===== src/inc/qasp_pkg.sv =====
// What this block does
// - Eight-bit address word first, MSB first
// - First bit: 0 reads, 1 writes
// - Reset pin resets interface and registers
// - Soft reset bit resets registers, not the interface
// - Both resets restore register defaults
// - All register words sixteen bits, whole-register access
// - Identity: type, branch, version fields
// - Control register fields, all-zero default
// - Sync delay register, four bits, default zero
// - Channel select picks per-channel bank
// - Per-channel calibration control and status
// - Per-channel busy flag for calibration polling
// - Per-channel impedance trim, resets to seven
// - External offset, gain, phase, default zero
// - Used offset/gain/phase follow calibration
// - Shift in and out on rising clock
// - Chip select active low gates shifting
// - Reset pin independent of serial clock
// - Sync delay covers zero to fifteen
package qasp_pkg;
   localparam int ADDR_W = 8;
   localparam int DATA_W = 16;
   localparam int FRAME_BITS = 24;
   localparam int MAX_CH = 4;
   localparam int SYNC_W = 4;
   // Register addresses, seven bits below the direction flag
   localparam logic [6:0] ADR_ID = 7'h00;
   localparam logic [6:0] ADR_CTRL = 7'h01;
   localparam logic [6:0] ADR_STAT = 7'h02;
   localparam logic [6:0] ADR_SWRST = 7'h04;
   localparam logic [6:0] ADR_TEST = 7'h05;
   localparam logic [6:0] ADR_SYNC = 7'h06;
   localparam logic [6:0] ADR_CHSEL = 7'h0F;
   localparam logic [6:0] ADR_CALCTL = 7'h10;
   localparam logic [6:0] ADR_CALBSY = 7'h11;
   localparam logic [6:0] ADR_CHSTAT = 7'h12;
   localparam logic [6:0] ADR_TRIM = 7'h13;
   localparam logic [6:0] ADR_EXT_OFS = 7'h20;
   localparam logic [6:0] ADR_OFS = 7'h21;
   localparam logic [6:0] ADR_EXT_GAIN = 7'h22;
   localparam logic [6:0] ADR_GAIN = 7'h23;
   localparam logic [6:0] ADR_EXT_PHS = 7'h24;
   localparam logic [6:0] ADR_PHS = 7'h25;
   // Values after reset
   localparam logic [15:0] RST_CTRL = 16'h0000;
   localparam logic [15:0] RST_TEST = 16'h0000;
   localparam logic [3:0] RST_SYNC = 4'h0;
   localparam logic [15:0] RST_CHSEL = 16'h0000;
   localparam logic [15:0] RST_CALCTL = 16'h0000;
   localparam logic [15:0] RST_TRIM = 16'h0007;
   localparam logic [15:0] RST_ADJ = 16'h0000;
   // Field positions
   localparam int SWRST_BIT = 0;
   localparam int CAL_START_BIT = 0;
   localparam int RW_BIT = 7;
   localparam logic RW_WRITE = 1'b1;
   // Frame bit counts at which phases end
   localparam logic [4:0] CNT_ADDR_DONE = 5'h07;
   localparam logic [4:0] CNT_LAST_OUT = 5'h16;
   localparam logic [4:0] CNT_DATA_DONE = 5'h17;
   localparam logic [4:0] CNT_FULL = 5'h18;
   // Cycles a calibration run stays busy
   localparam logic [7:0] CAL_BUSY_CYCLES = 8'h20;
endpackage


===== src/core/qasp_spi_regs.sv =====
`timescale 1ns/1ns
// Serial register port of a four-core converter, sampled on system clock
module qasp_spi_regs #(
   parameter int NUM_CH = qasp_pkg::MAX_CH,
   parameter logic [7:0] ID_TYPE = 8'h5C,    // Arbitrary value
   parameter logic [3:0] ID_BRANCH = 4'h3,   // Arbitrary value
   parameter logic [3:0] ID_VERSION = 4'h2   // Arbitrary value
) (
   input wire logic i_sys_clk,
   input wire logic i_rst,
   input wire logic i_spi_rst_n,
   input wire logic i_spi_cs_n,
   input wire logic i_spi_sclk,
   input wire logic i_spi_mosi,
   input wire logic [qasp_pkg::DATA_W-1:0] i_global_status,
   input wire logic [NUM_CH*qasp_pkg::DATA_W-1:0] i_chan_status,
   output logic o_spi_miso,
   output logic o_spi_miso_oe,
   output logic [qasp_pkg::DATA_W-1:0] o_adc_control,
   output logic [qasp_pkg::DATA_W-1:0] o_test_pattern,
   output logic [qasp_pkg::SYNC_W-1:0] o_sync_delay,
   output logic [NUM_CH*qasp_pkg::DATA_W-1:0] o_cal_control,
   output logic [NUM_CH*qasp_pkg::DATA_W-1:0] o_trim,
   output logic [NUM_CH*qasp_pkg::DATA_W-1:0] o_offset_used,
   output logic [NUM_CH*qasp_pkg::DATA_W-1:0] o_gain_used,
   output logic [NUM_CH*qasp_pkg::DATA_W-1:0] o_phase_used,
   output logic [NUM_CH-1:0] o_cal_busy
);
   import qasp_pkg::*;

   // Bank select decodes two bits, so at most four channels
   if (NUM_CH < 1 || NUM_CH > MAX_CH) begin : g_bad_ch
      $error("NUM_CH must be 1 to 4");
   end

   logic rst_n_s;
   logic cs_n_s;
   logic sclk_s;
   logic mosi_s;
   logic sclk_prev_q;
   logic sclk_rise;
   logic sclk_fall;
   logic frame_rst;
   logic reg_rst;
   logic [4:0] bit_cnt_q;
   logic [FRAME_BITS-2:0] shift_q;
   logic [6:0] addr_q;
   logic is_wr_q;
   logic [DATA_W-1:0] wdata_q;
   logic wr_pend_q;
   logic [DATA_W-1:0] tx_q;
   logic commit;
   logic [6:0] rd_addr;
   logic [DATA_W-1:0] rd_data;
   logic swrst_q;
   logic [15:0] chsel_q;
   logic [1:0] bank;
   logic [NUM_CH-1:0] wr_ch;
   logic [NUM_CH*DATA_W-1:0] ext_ofs_all;
   logic [NUM_CH*DATA_W-1:0] ext_gain_all;
   logic [NUM_CH*DATA_W-1:0] ext_phs_all;

   // Pins come from outside: two flops before any logic
   qasp_sync #(
      .W(4),
      .RST_VAL(4'h4)
   ) u_pin_sync (
      .i_sys_clk(i_sys_clk),
      .i_rst(i_rst),
      .i_async({i_spi_rst_n, i_spi_cs_n, i_spi_sclk, i_spi_mosi}),
      .o_sync({rst_n_s, cs_n_s, sclk_s, mosi_s})
   );

   // Reset pin acts whatever the serial clock does
   assign frame_rst = i_rst | ~rst_n_s;
   assign reg_rst = frame_rst | swrst_q;

   // Serial clock edges found by the system clock
   always_ff @(posedge i_sys_clk) begin
      if (frame_rst) begin
         sclk_prev_q <= 1'b0;
      end else begin
         sclk_prev_q <= sclk_s;
      end
   end
   assign sclk_rise = sclk_s & ~sclk_prev_q;
   assign sclk_fall = ~sclk_s & sclk_prev_q;

   // Write lands only on a falling edge seen after deselect
   assign commit = sclk_fall & cs_n_s & wr_pend_q;
   assign rd_addr = {shift_q[5:0], mosi_s};
   assign bank = chsel_q[1:0];

   // Frame receive: address then data, MSB first
   always_ff @(posedge i_sys_clk) begin
      if (frame_rst) begin
         bit_cnt_q <= 5'h00;
         shift_q <= '0;
         addr_q <= 7'h00;
         is_wr_q <= 1'b0;
         wdata_q <= 16'h0000;
      end else if (cs_n_s) begin
         bit_cnt_q <= 5'h00;
      end else if (sclk_rise && bit_cnt_q != CNT_FULL) begin
         shift_q <= {shift_q[FRAME_BITS-3:0], mosi_s};
         bit_cnt_q <= bit_cnt_q + 5'h01;
         if (bit_cnt_q == CNT_ADDR_DONE) begin
            addr_q <= rd_addr;
            is_wr_q <= shift_q[6] == RW_WRITE;
         end
         if (bit_cnt_q == CNT_DATA_DONE) begin
            wdata_q <= {shift_q[14:0], mosi_s};
         end
      end
   end

   // Pending write: armed by the last data bit, taken by commit
   always_ff @(posedge i_sys_clk) begin
      if (frame_rst) begin
         wr_pend_q <= 1'b0;
      end else if (!cs_n_s && sclk_rise && bit_cnt_q == CNT_DATA_DONE) begin
         wr_pend_q <= is_wr_q;
      end else if (commit) begin
         wr_pend_q <= 1'b0;
      end else if (!cs_n_s && sclk_rise && bit_cnt_q == 5'h00) begin
         wr_pend_q <= 1'b0;  // Frame never closed; drop it
      end
   end

   // Read data out: bit 15 after the address, then one per rise
   always_ff @(posedge i_sys_clk) begin
      if (frame_rst) begin
         tx_q <= 16'h0000;
         o_spi_miso <= 1'b0;
         o_spi_miso_oe <= 1'b0;
      end else if (cs_n_s) begin
         o_spi_miso <= 1'b0;
         o_spi_miso_oe <= 1'b0;
      end else if (sclk_rise) begin
         if (bit_cnt_q == CNT_ADDR_DONE && shift_q[6] != RW_WRITE) begin
            tx_q <= rd_data;
            o_spi_miso <= rd_data[DATA_W-1];
            o_spi_miso_oe <= 1'b1;
         end else if (bit_cnt_q > CNT_ADDR_DONE &&
                      bit_cnt_q <= CNT_LAST_OUT) begin
            tx_q <= {tx_q[DATA_W-2:0], 1'b0};
            o_spi_miso <= tx_q[DATA_W-2];
         end
      end
   end

   // Soft reset pulse lasts one cycle, then reset clears it
   always_ff @(posedge i_sys_clk) begin
      if (reg_rst) begin
         swrst_q <= 1'b0;
      end else if (commit && addr_q == ADR_SWRST) begin
         swrst_q <= wdata_q[SWRST_BIT];
      end
   end

   // Common writable registers
   always_ff @(posedge i_sys_clk) begin
      if (reg_rst) begin
         o_adc_control <= RST_CTRL;
         o_test_pattern <= RST_TEST;
         o_sync_delay <= RST_SYNC;
         chsel_q <= RST_CHSEL;
      end else if (commit) begin
         case (addr_q)
            ADR_CTRL: begin
               o_adc_control <= wdata_q;
            end
            ADR_TEST: begin
               o_test_pattern <= wdata_q;
            end
            ADR_SYNC: begin
               o_sync_delay <= wdata_q[SYNC_W-1:0];
            end
            ADR_CHSEL: begin
               chsel_q <= wdata_q;
            end
            default: begin
               // Identity and read-only words ignore writes
            end
         endcase
      end
   end

   // Per-channel bank registers and calibration runs
   for (genvar c = 0; c < NUM_CH; c++) begin : g_ch
      logic [DATA_W-1:0] calctl_q;
      logic [DATA_W-1:0] trim_q;
      logic [DATA_W-1:0] ext_ofs_q;
      logic [DATA_W-1:0] ext_gain_q;
      logic [DATA_W-1:0] ext_phs_q;
      logic [DATA_W-1:0] ofs_q;
      logic [DATA_W-1:0] gain_q;
      logic [DATA_W-1:0] phs_q;
      logic [7:0] cal_cnt_q;
      logic busy_q;
      logic cal_start;

      assign wr_ch[c] = commit && bank == 2'(c);
      assign cal_start = wr_ch[c] && addr_q == ADR_CALCTL &&
                         wdata_q[CAL_START_BIT];

      // Writable bank words
      always_ff @(posedge i_sys_clk) begin
         if (reg_rst) begin
            calctl_q <= RST_CALCTL;
            trim_q <= RST_TRIM;
            ext_ofs_q <= RST_ADJ;
            ext_gain_q <= RST_ADJ;
            ext_phs_q <= RST_ADJ;
         end else if (wr_ch[c]) begin
            case (addr_q)
               ADR_CALCTL: begin
                  calctl_q <= wdata_q;
               end
               ADR_TRIM: begin
                  trim_q <= wdata_q;
               end
               ADR_EXT_OFS: begin
                  ext_ofs_q <= wdata_q;
               end
               ADR_EXT_GAIN: begin
                  ext_gain_q <= wdata_q;
               end
               ADR_EXT_PHS: begin
                  ext_phs_q <= wdata_q;
               end
               default: begin
                  // Read-only bank words ignore writes
               end
            endcase
         end
      end

      // Run: busy for a fixed count, then load the used settings
      always_ff @(posedge i_sys_clk) begin
         if (reg_rst) begin
            cal_cnt_q <= 8'h00;
            busy_q <= 1'b0;
            ofs_q <= RST_ADJ;
            gain_q <= RST_ADJ;
            phs_q <= RST_ADJ;
         end else if (cal_start && !busy_q) begin
            cal_cnt_q <= CAL_BUSY_CYCLES;
            busy_q <= 1'b1;
         end else if (busy_q) begin
            cal_cnt_q <= cal_cnt_q - 8'h01;
            if (cal_cnt_q == 8'h01) begin
               busy_q <= 1'b0;
               ofs_q <= ext_ofs_q;
               gain_q <= ext_gain_q;
               phs_q <= ext_phs_q;
            end
         end
      end

      assign o_cal_control[c*DATA_W +: DATA_W] = calctl_q;
      assign o_trim[c*DATA_W +: DATA_W] = trim_q;
      assign o_offset_used[c*DATA_W +: DATA_W] = ofs_q;
      assign o_gain_used[c*DATA_W +: DATA_W] = gain_q;
      assign o_phase_used[c*DATA_W +: DATA_W] = phs_q;
      assign o_cal_busy[c] = busy_q;
      assign ext_ofs_all[c*DATA_W +: DATA_W] = ext_ofs_q;
      assign ext_gain_all[c*DATA_W +: DATA_W] = ext_gain_q;
      assign ext_phs_all[c*DATA_W +: DATA_W] = ext_phs_q;
   end

   // Read mux; unmapped addresses and absent banks read zero
   always_comb begin
      rd_data = 16'h0000;
      case (rd_addr)
         ADR_ID: begin
            rd_data = {ID_TYPE, ID_BRANCH, ID_VERSION};
         end
         ADR_CTRL: begin
            rd_data = o_adc_control;
         end
         ADR_STAT: begin
            rd_data = i_global_status;
         end
         ADR_SWRST: begin
            rd_data = {15'h0000, swrst_q};
         end
         ADR_TEST: begin
            rd_data = o_test_pattern;
         end
         ADR_SYNC: begin
            rd_data = {12'h000, o_sync_delay};
         end
         ADR_CHSEL: begin
            rd_data = chsel_q;
         end
         default: begin
            rd_data = 16'h0000;
         end
      endcase
      if (int'(bank) < NUM_CH) begin
         case (rd_addr)
            ADR_CALCTL: begin
               rd_data = o_cal_control[int'(bank)*DATA_W +: DATA_W];
            end
            ADR_CALBSY: begin
               rd_data = {15'h0000, o_cal_busy[bank]};
            end
            ADR_CHSTAT: begin
               rd_data = i_chan_status[int'(bank)*DATA_W +: DATA_W];
            end
            ADR_TRIM: begin
               rd_data = o_trim[int'(bank)*DATA_W +: DATA_W];
            end
            ADR_EXT_OFS: begin
               rd_data = ext_ofs_all[int'(bank)*DATA_W +: DATA_W];
            end
            ADR_OFS: begin
               rd_data = o_offset_used[int'(bank)*DATA_W +: DATA_W];
            end
            ADR_EXT_GAIN: begin
               rd_data = ext_gain_all[int'(bank)*DATA_W +: DATA_W];
            end
            ADR_GAIN: begin
               rd_data = o_gain_used[int'(bank)*DATA_W +: DATA_W];
            end
            ADR_EXT_PHS: begin
               rd_data = ext_phs_all[int'(bank)*DATA_W +: DATA_W];
            end
            ADR_PHS: begin
               rd_data = o_phase_used[int'(bank)*DATA_W +: DATA_W];
            end
            default: begin
            end
         endcase
      end
   end
endmodule


===== src/core/qasp_sync.sv =====
`timescale 1ns/1ns
// Two-stage synchroniser for pins from outside the clock domain
module qasp_sync #(
   parameter int W = 1,
   parameter logic [W-1:0] RST_VAL = '0
) (
   input wire logic i_sys_clk,
   input wire logic i_rst,
   input wire logic [W-1:0] i_async,
   output logic [W-1:0] o_sync
);
   logic [W-1:0] meta_q;

   // First stage feeds only the second stage
   always_ff @(posedge i_sys_clk) begin
      if (i_rst) begin
         meta_q <= RST_VAL;
         o_sync <= RST_VAL;
      end else begin
         meta_q <= i_async;
         o_sync <= meta_q;
      end
   end
endmodule


===== config.mk =====
export PLATFORM = sky130hd
export DESIGN_NAME = qasp_spi_regs
export DESIGN_NICKNAME = d
export VERILOG_FILES = /design/src/inc/qasp_pkg.sv /design/src/core/qasp_spi_regs.sv /design/src/core/qasp_sync.sv
export SDC_FILE = /design/constraint.sdc
export NUM_CORES = 2
export LEC_CHECK = 0
export BUFFER_PORTS_ARGS = -buffer_cell sky130_fd_sc_hd__buf_2
export CAP_MARGIN = 20
export CORE_MARGIN = 1.5
export CORE_UTILIZATION = 52
export DETAILED_ROUTE_END_ITERATION = 8
export PLACE_DENSITY = 0.77
export SETUP_SLACK_MARGIN = 0.05
export SLEW_MARGIN = 20
export SYNTH_ARGS = -nofsm -noshare
export SYNTH_HDL_FRONTEND = slang
export SYNTH_SLANG_ARGS = --single-unit

===== constraint.sdc =====
create_clock -name i_sys_clk -period 2.2 [get_ports i_sys_clk]
set_clock_uncertainty 0.1 [all_clocks]
set_input_delay 0.44 -clock i_sys_clk [delete_from_list [all_inputs] [get_ports i_sys_clk]]
set_output_delay 0.44 -clock i_sys_clk [all_outputs]
set_load 0.005 [all_outputs]

# --- Word-level counts from Yosys, hierarchy flattened ---
# Cells that the tools add are included.
word_totals:
  register_bits: 672
  latch_bits: 0
  ram_bits: 0
  romBits: 0
  in_bits: 86
  output_inout_bits: 362
  mem_count: 0
classes:
  addsub: 5
  multipliers: 0
  div: 0
  n_lt_le_gt_ge: 3
  n_eq_ne: 36
  shifts: 9
  mux: 31
  bitwise_logic: 15
  n_reduce_logical: 76
op_table:
  columns: ["cell", "count"]
  rows:
  - ["64-bit by 7-bit variable part select with 16-bit output", 9]
  - ["16-bit one-hot mux with 10 select lines", 1]
  - ["16-bit one-hot mux with 7 select lines", 1]
  - ["7-bit by 6-bit equality test with 1-bit output (second input constant)", 9]
  - ["2-bit AND reduction", 27]
  - ["6-bit two-way mux", 8]
  - ["7-bit by 3-bit equality test with 1-bit output (second input constant)", 6]
  - ["7-bit by 5-bit equality test with 1-bit output (second input constant)", 6]
  - ["8-bit by 1-bit equality test with 1-bit output (second input constant)", 4]
  - ["8-bit by 1-bit subtractor with 8-bit output (second input constant)", 4]
  - ["15-bit two-way mux", 2]
  - ["1-bit logical AND", 23]
  - ["3-bit AND reduction", 7]
  - ["1-bit two-way mux", 18]
  - ["7-bit by 1-bit equality test with 1-bit output (second input constant)", 2]
  - ["7-bit by 4-bit equality test with 1-bit output (second input constant)", 2]
  - ["2-bit nonzero test", 5]
  - ["2-bit OR reduction", 5]
  - ["1-bit inverter", 9]
  - ["7-bit by 2-bit equality test with 1-bit output (second input constant)", 1]
  - ["7-bit logical NOT", 1]
  - ["5-bit by 1-bit adder with 5-bit output (second input constant)", 1]
  - ["5-bit by 3-bit equality test with 1-bit output (second input constant)", 1]
  - ["5-bit equality test (second input constant)", 1]
  - ["other kinds (13)", 22]

# --- Longest topological paths before layout ---
depth:
  depth_word: 10
  depth_mapped: 10
  depth_no_buf: 8

# --- Cells and area by module ---
# From an unflattened synthesis, not the netlist that was laid out.
hier_totals:
  hier_cells: 3706
  hier_area_um2: 28982.8
modules_own_cells:
  columns: ["module", "n_inst", "cells_per_inst", "area_each_um2"]
  rows:
  - ["qasp_spi_regs", 1, 3690, 28772.6]
  - ["qasp_sync", 1, 16, 210.2]

# --- Worst setup path before layout ---
# Ideal clock, no wire load.
synth_timing:
  path_kind: "flip-flop to flip-flop"
  start: "register shift_q[3]"
  end: "register tx_q[3]"
  setup_ns: 0.116
  arrival_ns: 2.150
  t_required_ns: 1.984
  slack_ns: -0.165
  path_stages_with_launch: 10
  n_path_buf: 3
  period_less_slack_ns: 2.365
  cell_sequence: "dfxtp_1 -> buf_2 -> or3b_1 -> or3_1 -> clkbuf_1 -> and2_4 -> buf_6 -> a221oi_1 -> a31oi_1 -> a31o_1"
synth_between:
  elab_chain_cells: 4
  word_cells_on_any_way: 20
synth_rtl:
  columns: ["item", "line_no", "rtl"]
  rows:
  - ["start: declaration", "qasp_spi_regs.sv:46", "logic [FRAME_BITS-2:0] shift_q;"]
  - ["start signal: assignment", "qasp_spi_regs.sv:105", "shift_q <= {shift_q[FRAME_BITS-3:0], mosi_s};"]
  - ["7-bit by 4-bit equality test with 1-bit output, or another cell as far along", "qasp_spi_regs.sv:275", "case (rd_addr)"]
  - ["16-bit one-hot mux with 7 select lines", "qasp_spi_regs.sv:275", null]
  - ["16-bit one-hot mux with 10 select lines (*)", "qasp_spi_regs.sv:302", "case (rd_addr)"]
  - ["15-bit two-way mux (*)", "qasp_spi_regs.sv:140", "if (bit_cnt_q == CNT_ADDR_DONE && shift_q[6] != RW_WRITE) begin"]
  - ["end signal: assignment", "qasp_spi_regs.sv:141", "tx_q <= rd_data;"]
  - ["end signal: assignment", "qasp_spi_regs.sv:146", "tx_q <= {tx_q[DATA_W-2:0], 1'b0};"]
  - ["end: declaration", "qasp_spi_regs.sv:51", "logic [DATA_W-1:0] tx_q;"]
# Mark *: on every way between the ends. The rest lies on a longest branch, timed or not.
# A chain may end at the register's enable or synchronous reset.

# --- Final worst setup path ---
layout_timing:
  start: "register shift_q[4]"
  end: "register tx_q[14]"
# The elaborated chain is that of the path after synthesis.

==> impl_metrics.json <==
{
  "start_util_pct": 52.9,
  "dp_hpwl_mm": 102,
  "yosys_warnings": 0,
  "ys_seq_area_share_pct": 45.9,
  "path_clk_slew_ns": 0.07,
  "postSynthAreaPerCell_sq_um": 8.07,
  "syn_nets": 3725,
  "wl_per_cell_um": 27.3,
  "fin_nets": 4437,
  "routed_wirelength_mm": 140,
  "reg2reg_to": "tx_q[14]$_SDFFE_PP0P_",
  "totalPowerFinal_mw": 24.8,
  "rr_worst_depth": 9,
  "synth_area_leaders": "dfxtp_1 46%, nand2_1 12%, a21oi_1 8.8%",
  "max-vdd-ir-drop_uv": 572,
  "dieArea_sq_um": 57800,
  "hold_path_depth": 3,
  "synth_flop_cell": "dfxtp_1",
  "grt_pass1_vias": 29700,
  "critPathLaunch": "shift_q[4]$_SDFFE_PP0P_",
  "worstSetupPathType": "flop to flop",
  "seqCellArea_sq_um": 13500,
  "hold_start": "i_rst",
  "antenna_found_initial": 4,
  "cts.sinks": 672,
  "timing.final.ws_setup_ns": -0.368,
  "grt_max_degree": 66,
  "synth_top_cell_area_share_pct": 45.9,
  "clk_latency_ns": 0.63,
  "min_period_over_period_pct": 117,
  "num_rows": 86,
  "ioPinCount": 448,
  "r2r_setup_slack_ns": -0.37,
  "final_cell_mix": "906 x nand2_1, 663 x dfxtp_1, 510 x a21oi_1",
  "final_core_util_pct": 70.6,
  "relSlewSlack_pct": 57.1,
  "synth_top_area_cell": "dfxtp_1",
  "final_common_cell": "nand2_1",
  "setup_violations": 16,
  "worst-path-stages": 9,
  "critPathSlowestCell": "a222oi_1",
  "drcViolationCount": 0,
  "crit_buf_inv": 4,
  "synth_cells": 3628,
  "coreArea_sq_um": 55400,
  "hold-path-endpoint": "u_pin_sync.o_sync[3]$_SDFF_PP0_",
  "port_buffers": 447,
  "post_drt_via_cell_ratio": 6.38,
  "ctsHtreeMaxLevel": 3,
  "clock_path_buffers": 3,
  "finalNonFillerCells": 5141,
  "ant_nets": 0,
  "critPathMaxFanout": 8,
  "crit_family": "compound AO/OA/AOI/OAI gates",
  "drive_gt1_share_pct": 28.6,
  "fin_hold_ws_ns": 0.0650,
  "report.final.slew_viol_count": 0,
  "slowest_delay_ns": 0.59,
  "hold_viol_final": 0,
  "drv_cap": 0,
  "tightest_slew_ns": 0.643,
  "gp_congestion": 1.07,
  "fin_tns_setup_ns": -3.94,
  "multi_input_comb_area_sq_um": 15100,
  "crit_chain": "buf_6, or3b_4, nor2_4, buf_8, buf_6, a222oi_1, a41oi_1, buf_4, a221o_1",
  "crit_arrival_ns": 2.99,
  "async_flop_share_pct": 0,
  "p_leak_nw": 14.8,
  "vias": 32800,
  "clock.fmax_mhz": 389,
  "critPathCaptureType": "flop",
  "dp.cells": 4978,
  "violations": "setup timing",
  "numCtsBuffers": 71,
  "tritoncts": "done",
  "synth_edf_count": 0,
  "drt-pass1-iter-count": 6,
  "powerDensity_nw_per_um2": 633,
  "die_h_um": 240,
  "critPathLaunchType": "flop",
  "ys_ff_latch": 672,
  "overflow": 0,
  "fill_cells": 4349,
  "grt_usage_pct": 46.7,
  "rsz0062_at_grt": "yes",
  "synth_cell_types": 87,
  "crit_top_cell": "buf_6",
  "outcome": "finished, violations left",
  "grt_pass1_wl_mm": 197,
  "drtIter0Drc": 4914,
  "cts-root-buf": "clkbuf_16",
  "syn_to_final_growth_pct": 33.5,
  "worstPathRequired_ns": 2.62,
  "rr_startpoint": "shift_q[4]$_SDFFE_PP0P_",
  "fp.dieW_um": 240,
  "synth_area_sq_um": 29300,
  "period_minus_slack_ns": 2.57,
  "hold_class": "input port to flop"
}
per-stage QoR:
| stage | instance area [sq um] | setup WS (ns) |
|---|---|---|
| floorplan | 29400 | -0.0910 |
| global placement | 35700 | -0.488 |
| detailed placement | 35700 | -0.484 |
| CTS | 38500 | -0.286 |
| global route | 39100 | -0.355 |
| finish | 39100 | -0.368 |
metal layers:
metal	track usage, %	up-vias	part of all wire (%)
li1	-	14100	-
met1	59.4	15400	36
met2	70.5	2657	43
met3	11.2	622	13
met4	31.2	6	8.0
met5	0	-	0.024
layout make-up:
class,count,area share (%)
flip-flops and latches,672,34.5
clock buffers,98,5.38
well taps,748,2.39
clock inverters,27,0.579
multi-input cells,2614,38.6
repair buffers,960,18.4
diodes,1,0.00640
inverters,21,0.202
worst max path at each step:
stage                            endpoint  slack [ns]
detailed placement  tx_q[14]$_SDFFE_PP0P_       -0.48
floorplan           tx_q[14]$_SDFFE_PP0P_       -0.09
global placement    tx_q[12]$_SDFFE_PP0P_       -0.49
finish              tx_q[14]$_SDFFE_PP0P_       -0.37
CTS                 tx_q[14]$_SDFFE_PP0P_       -0.29
global route        tx_q[14]$_SDFFE_PP0P_       -0.36
cells in the mapped netlist, types with 12 or more instances:
| cell type | number |
|---|---|
| nand2_1 | 907 |
| a222oi_1 | 18 |
| mux2_2 | 31 |
| nor2b_1 | 13 |
| nand3_1 | 208 |
| buf_2 | 49 |
| buf_1 | 27 |
| o2bb2ai_1 | 20 |
| nand4_1 | 14 |
| a21oi_1 | 514 |
| a22o_1 | 21 |
| clkbuf_1 | 231 |
| nor2_1 | 205 |
| o21ai_0 | 31 |
| dfxtp_1 | 672 |
| inv_1 | 21 |
| xnor2_1 | 17 |
| and3_1 | 12 |
| a211oi_1 | 13 |
| o22ai_1 | 15 |
| a221o_1 | 21 |
| mux2i_1 | 181 |
| nor3_1 | 39 |
| a22oi_1 | 67 |
| a221oi_1 | 48 |
logic make-up after synthesis:
family	Yosys count	synth area share, %
AND/OR/NAND/NOR	1499	22.1
AO/OA/AOI/OAI	863	18.4
flip-flops	672	45.9
buffers and inverters	342	4.80
multiplexers	213	7.45
XOR/XNOR	28	0.837
adder cells (fa/ha/maj)	11	0.470
tightest hold or removal path: cells and delay by family:
kind | cells | cell delay [ns]
buffers and inverters | 2 | 0.24
and+or+nand+nor | 1 | 0.05
where the power goes:
group          internal (mW)  leakage, nW  switching (mW)
clock                   6.95         1.15            5.19
sequential              12.2         5.42         0.00360
combinational          0.176         8.26           0.283
total                   19.3         14.8            5.47
sequential cells by signal (all words and copies together) (netlist names), 32 cells and up:
signal,count
g_ch.calctl_q,64
g_ch.ext_gain_q,64
g_ch.ext_ofs_q,64
g_ch.ext_phs_q,64
g_ch.gain_q,64
g_ch.ofs_q,64
g_ch.phs_q,64
g_ch.trim_q,64
g_ch.cal_cnt_q,32
timing repair:
| item | CTS | global route |
|---|---|---|
| setup buffers | 15 | 15 |
| hold buffers | 4 | 0 |
| endpoints found under the setup margin | 48 | 271 |
| cloned | 0 | 3 |
| pin swaps | 30 | 35 |
| gates resized for setup | 85 | 78 |
| hold endpoints to repair | 4 | 0 |
Note: power is estimated with default switching activity, not from simulation.
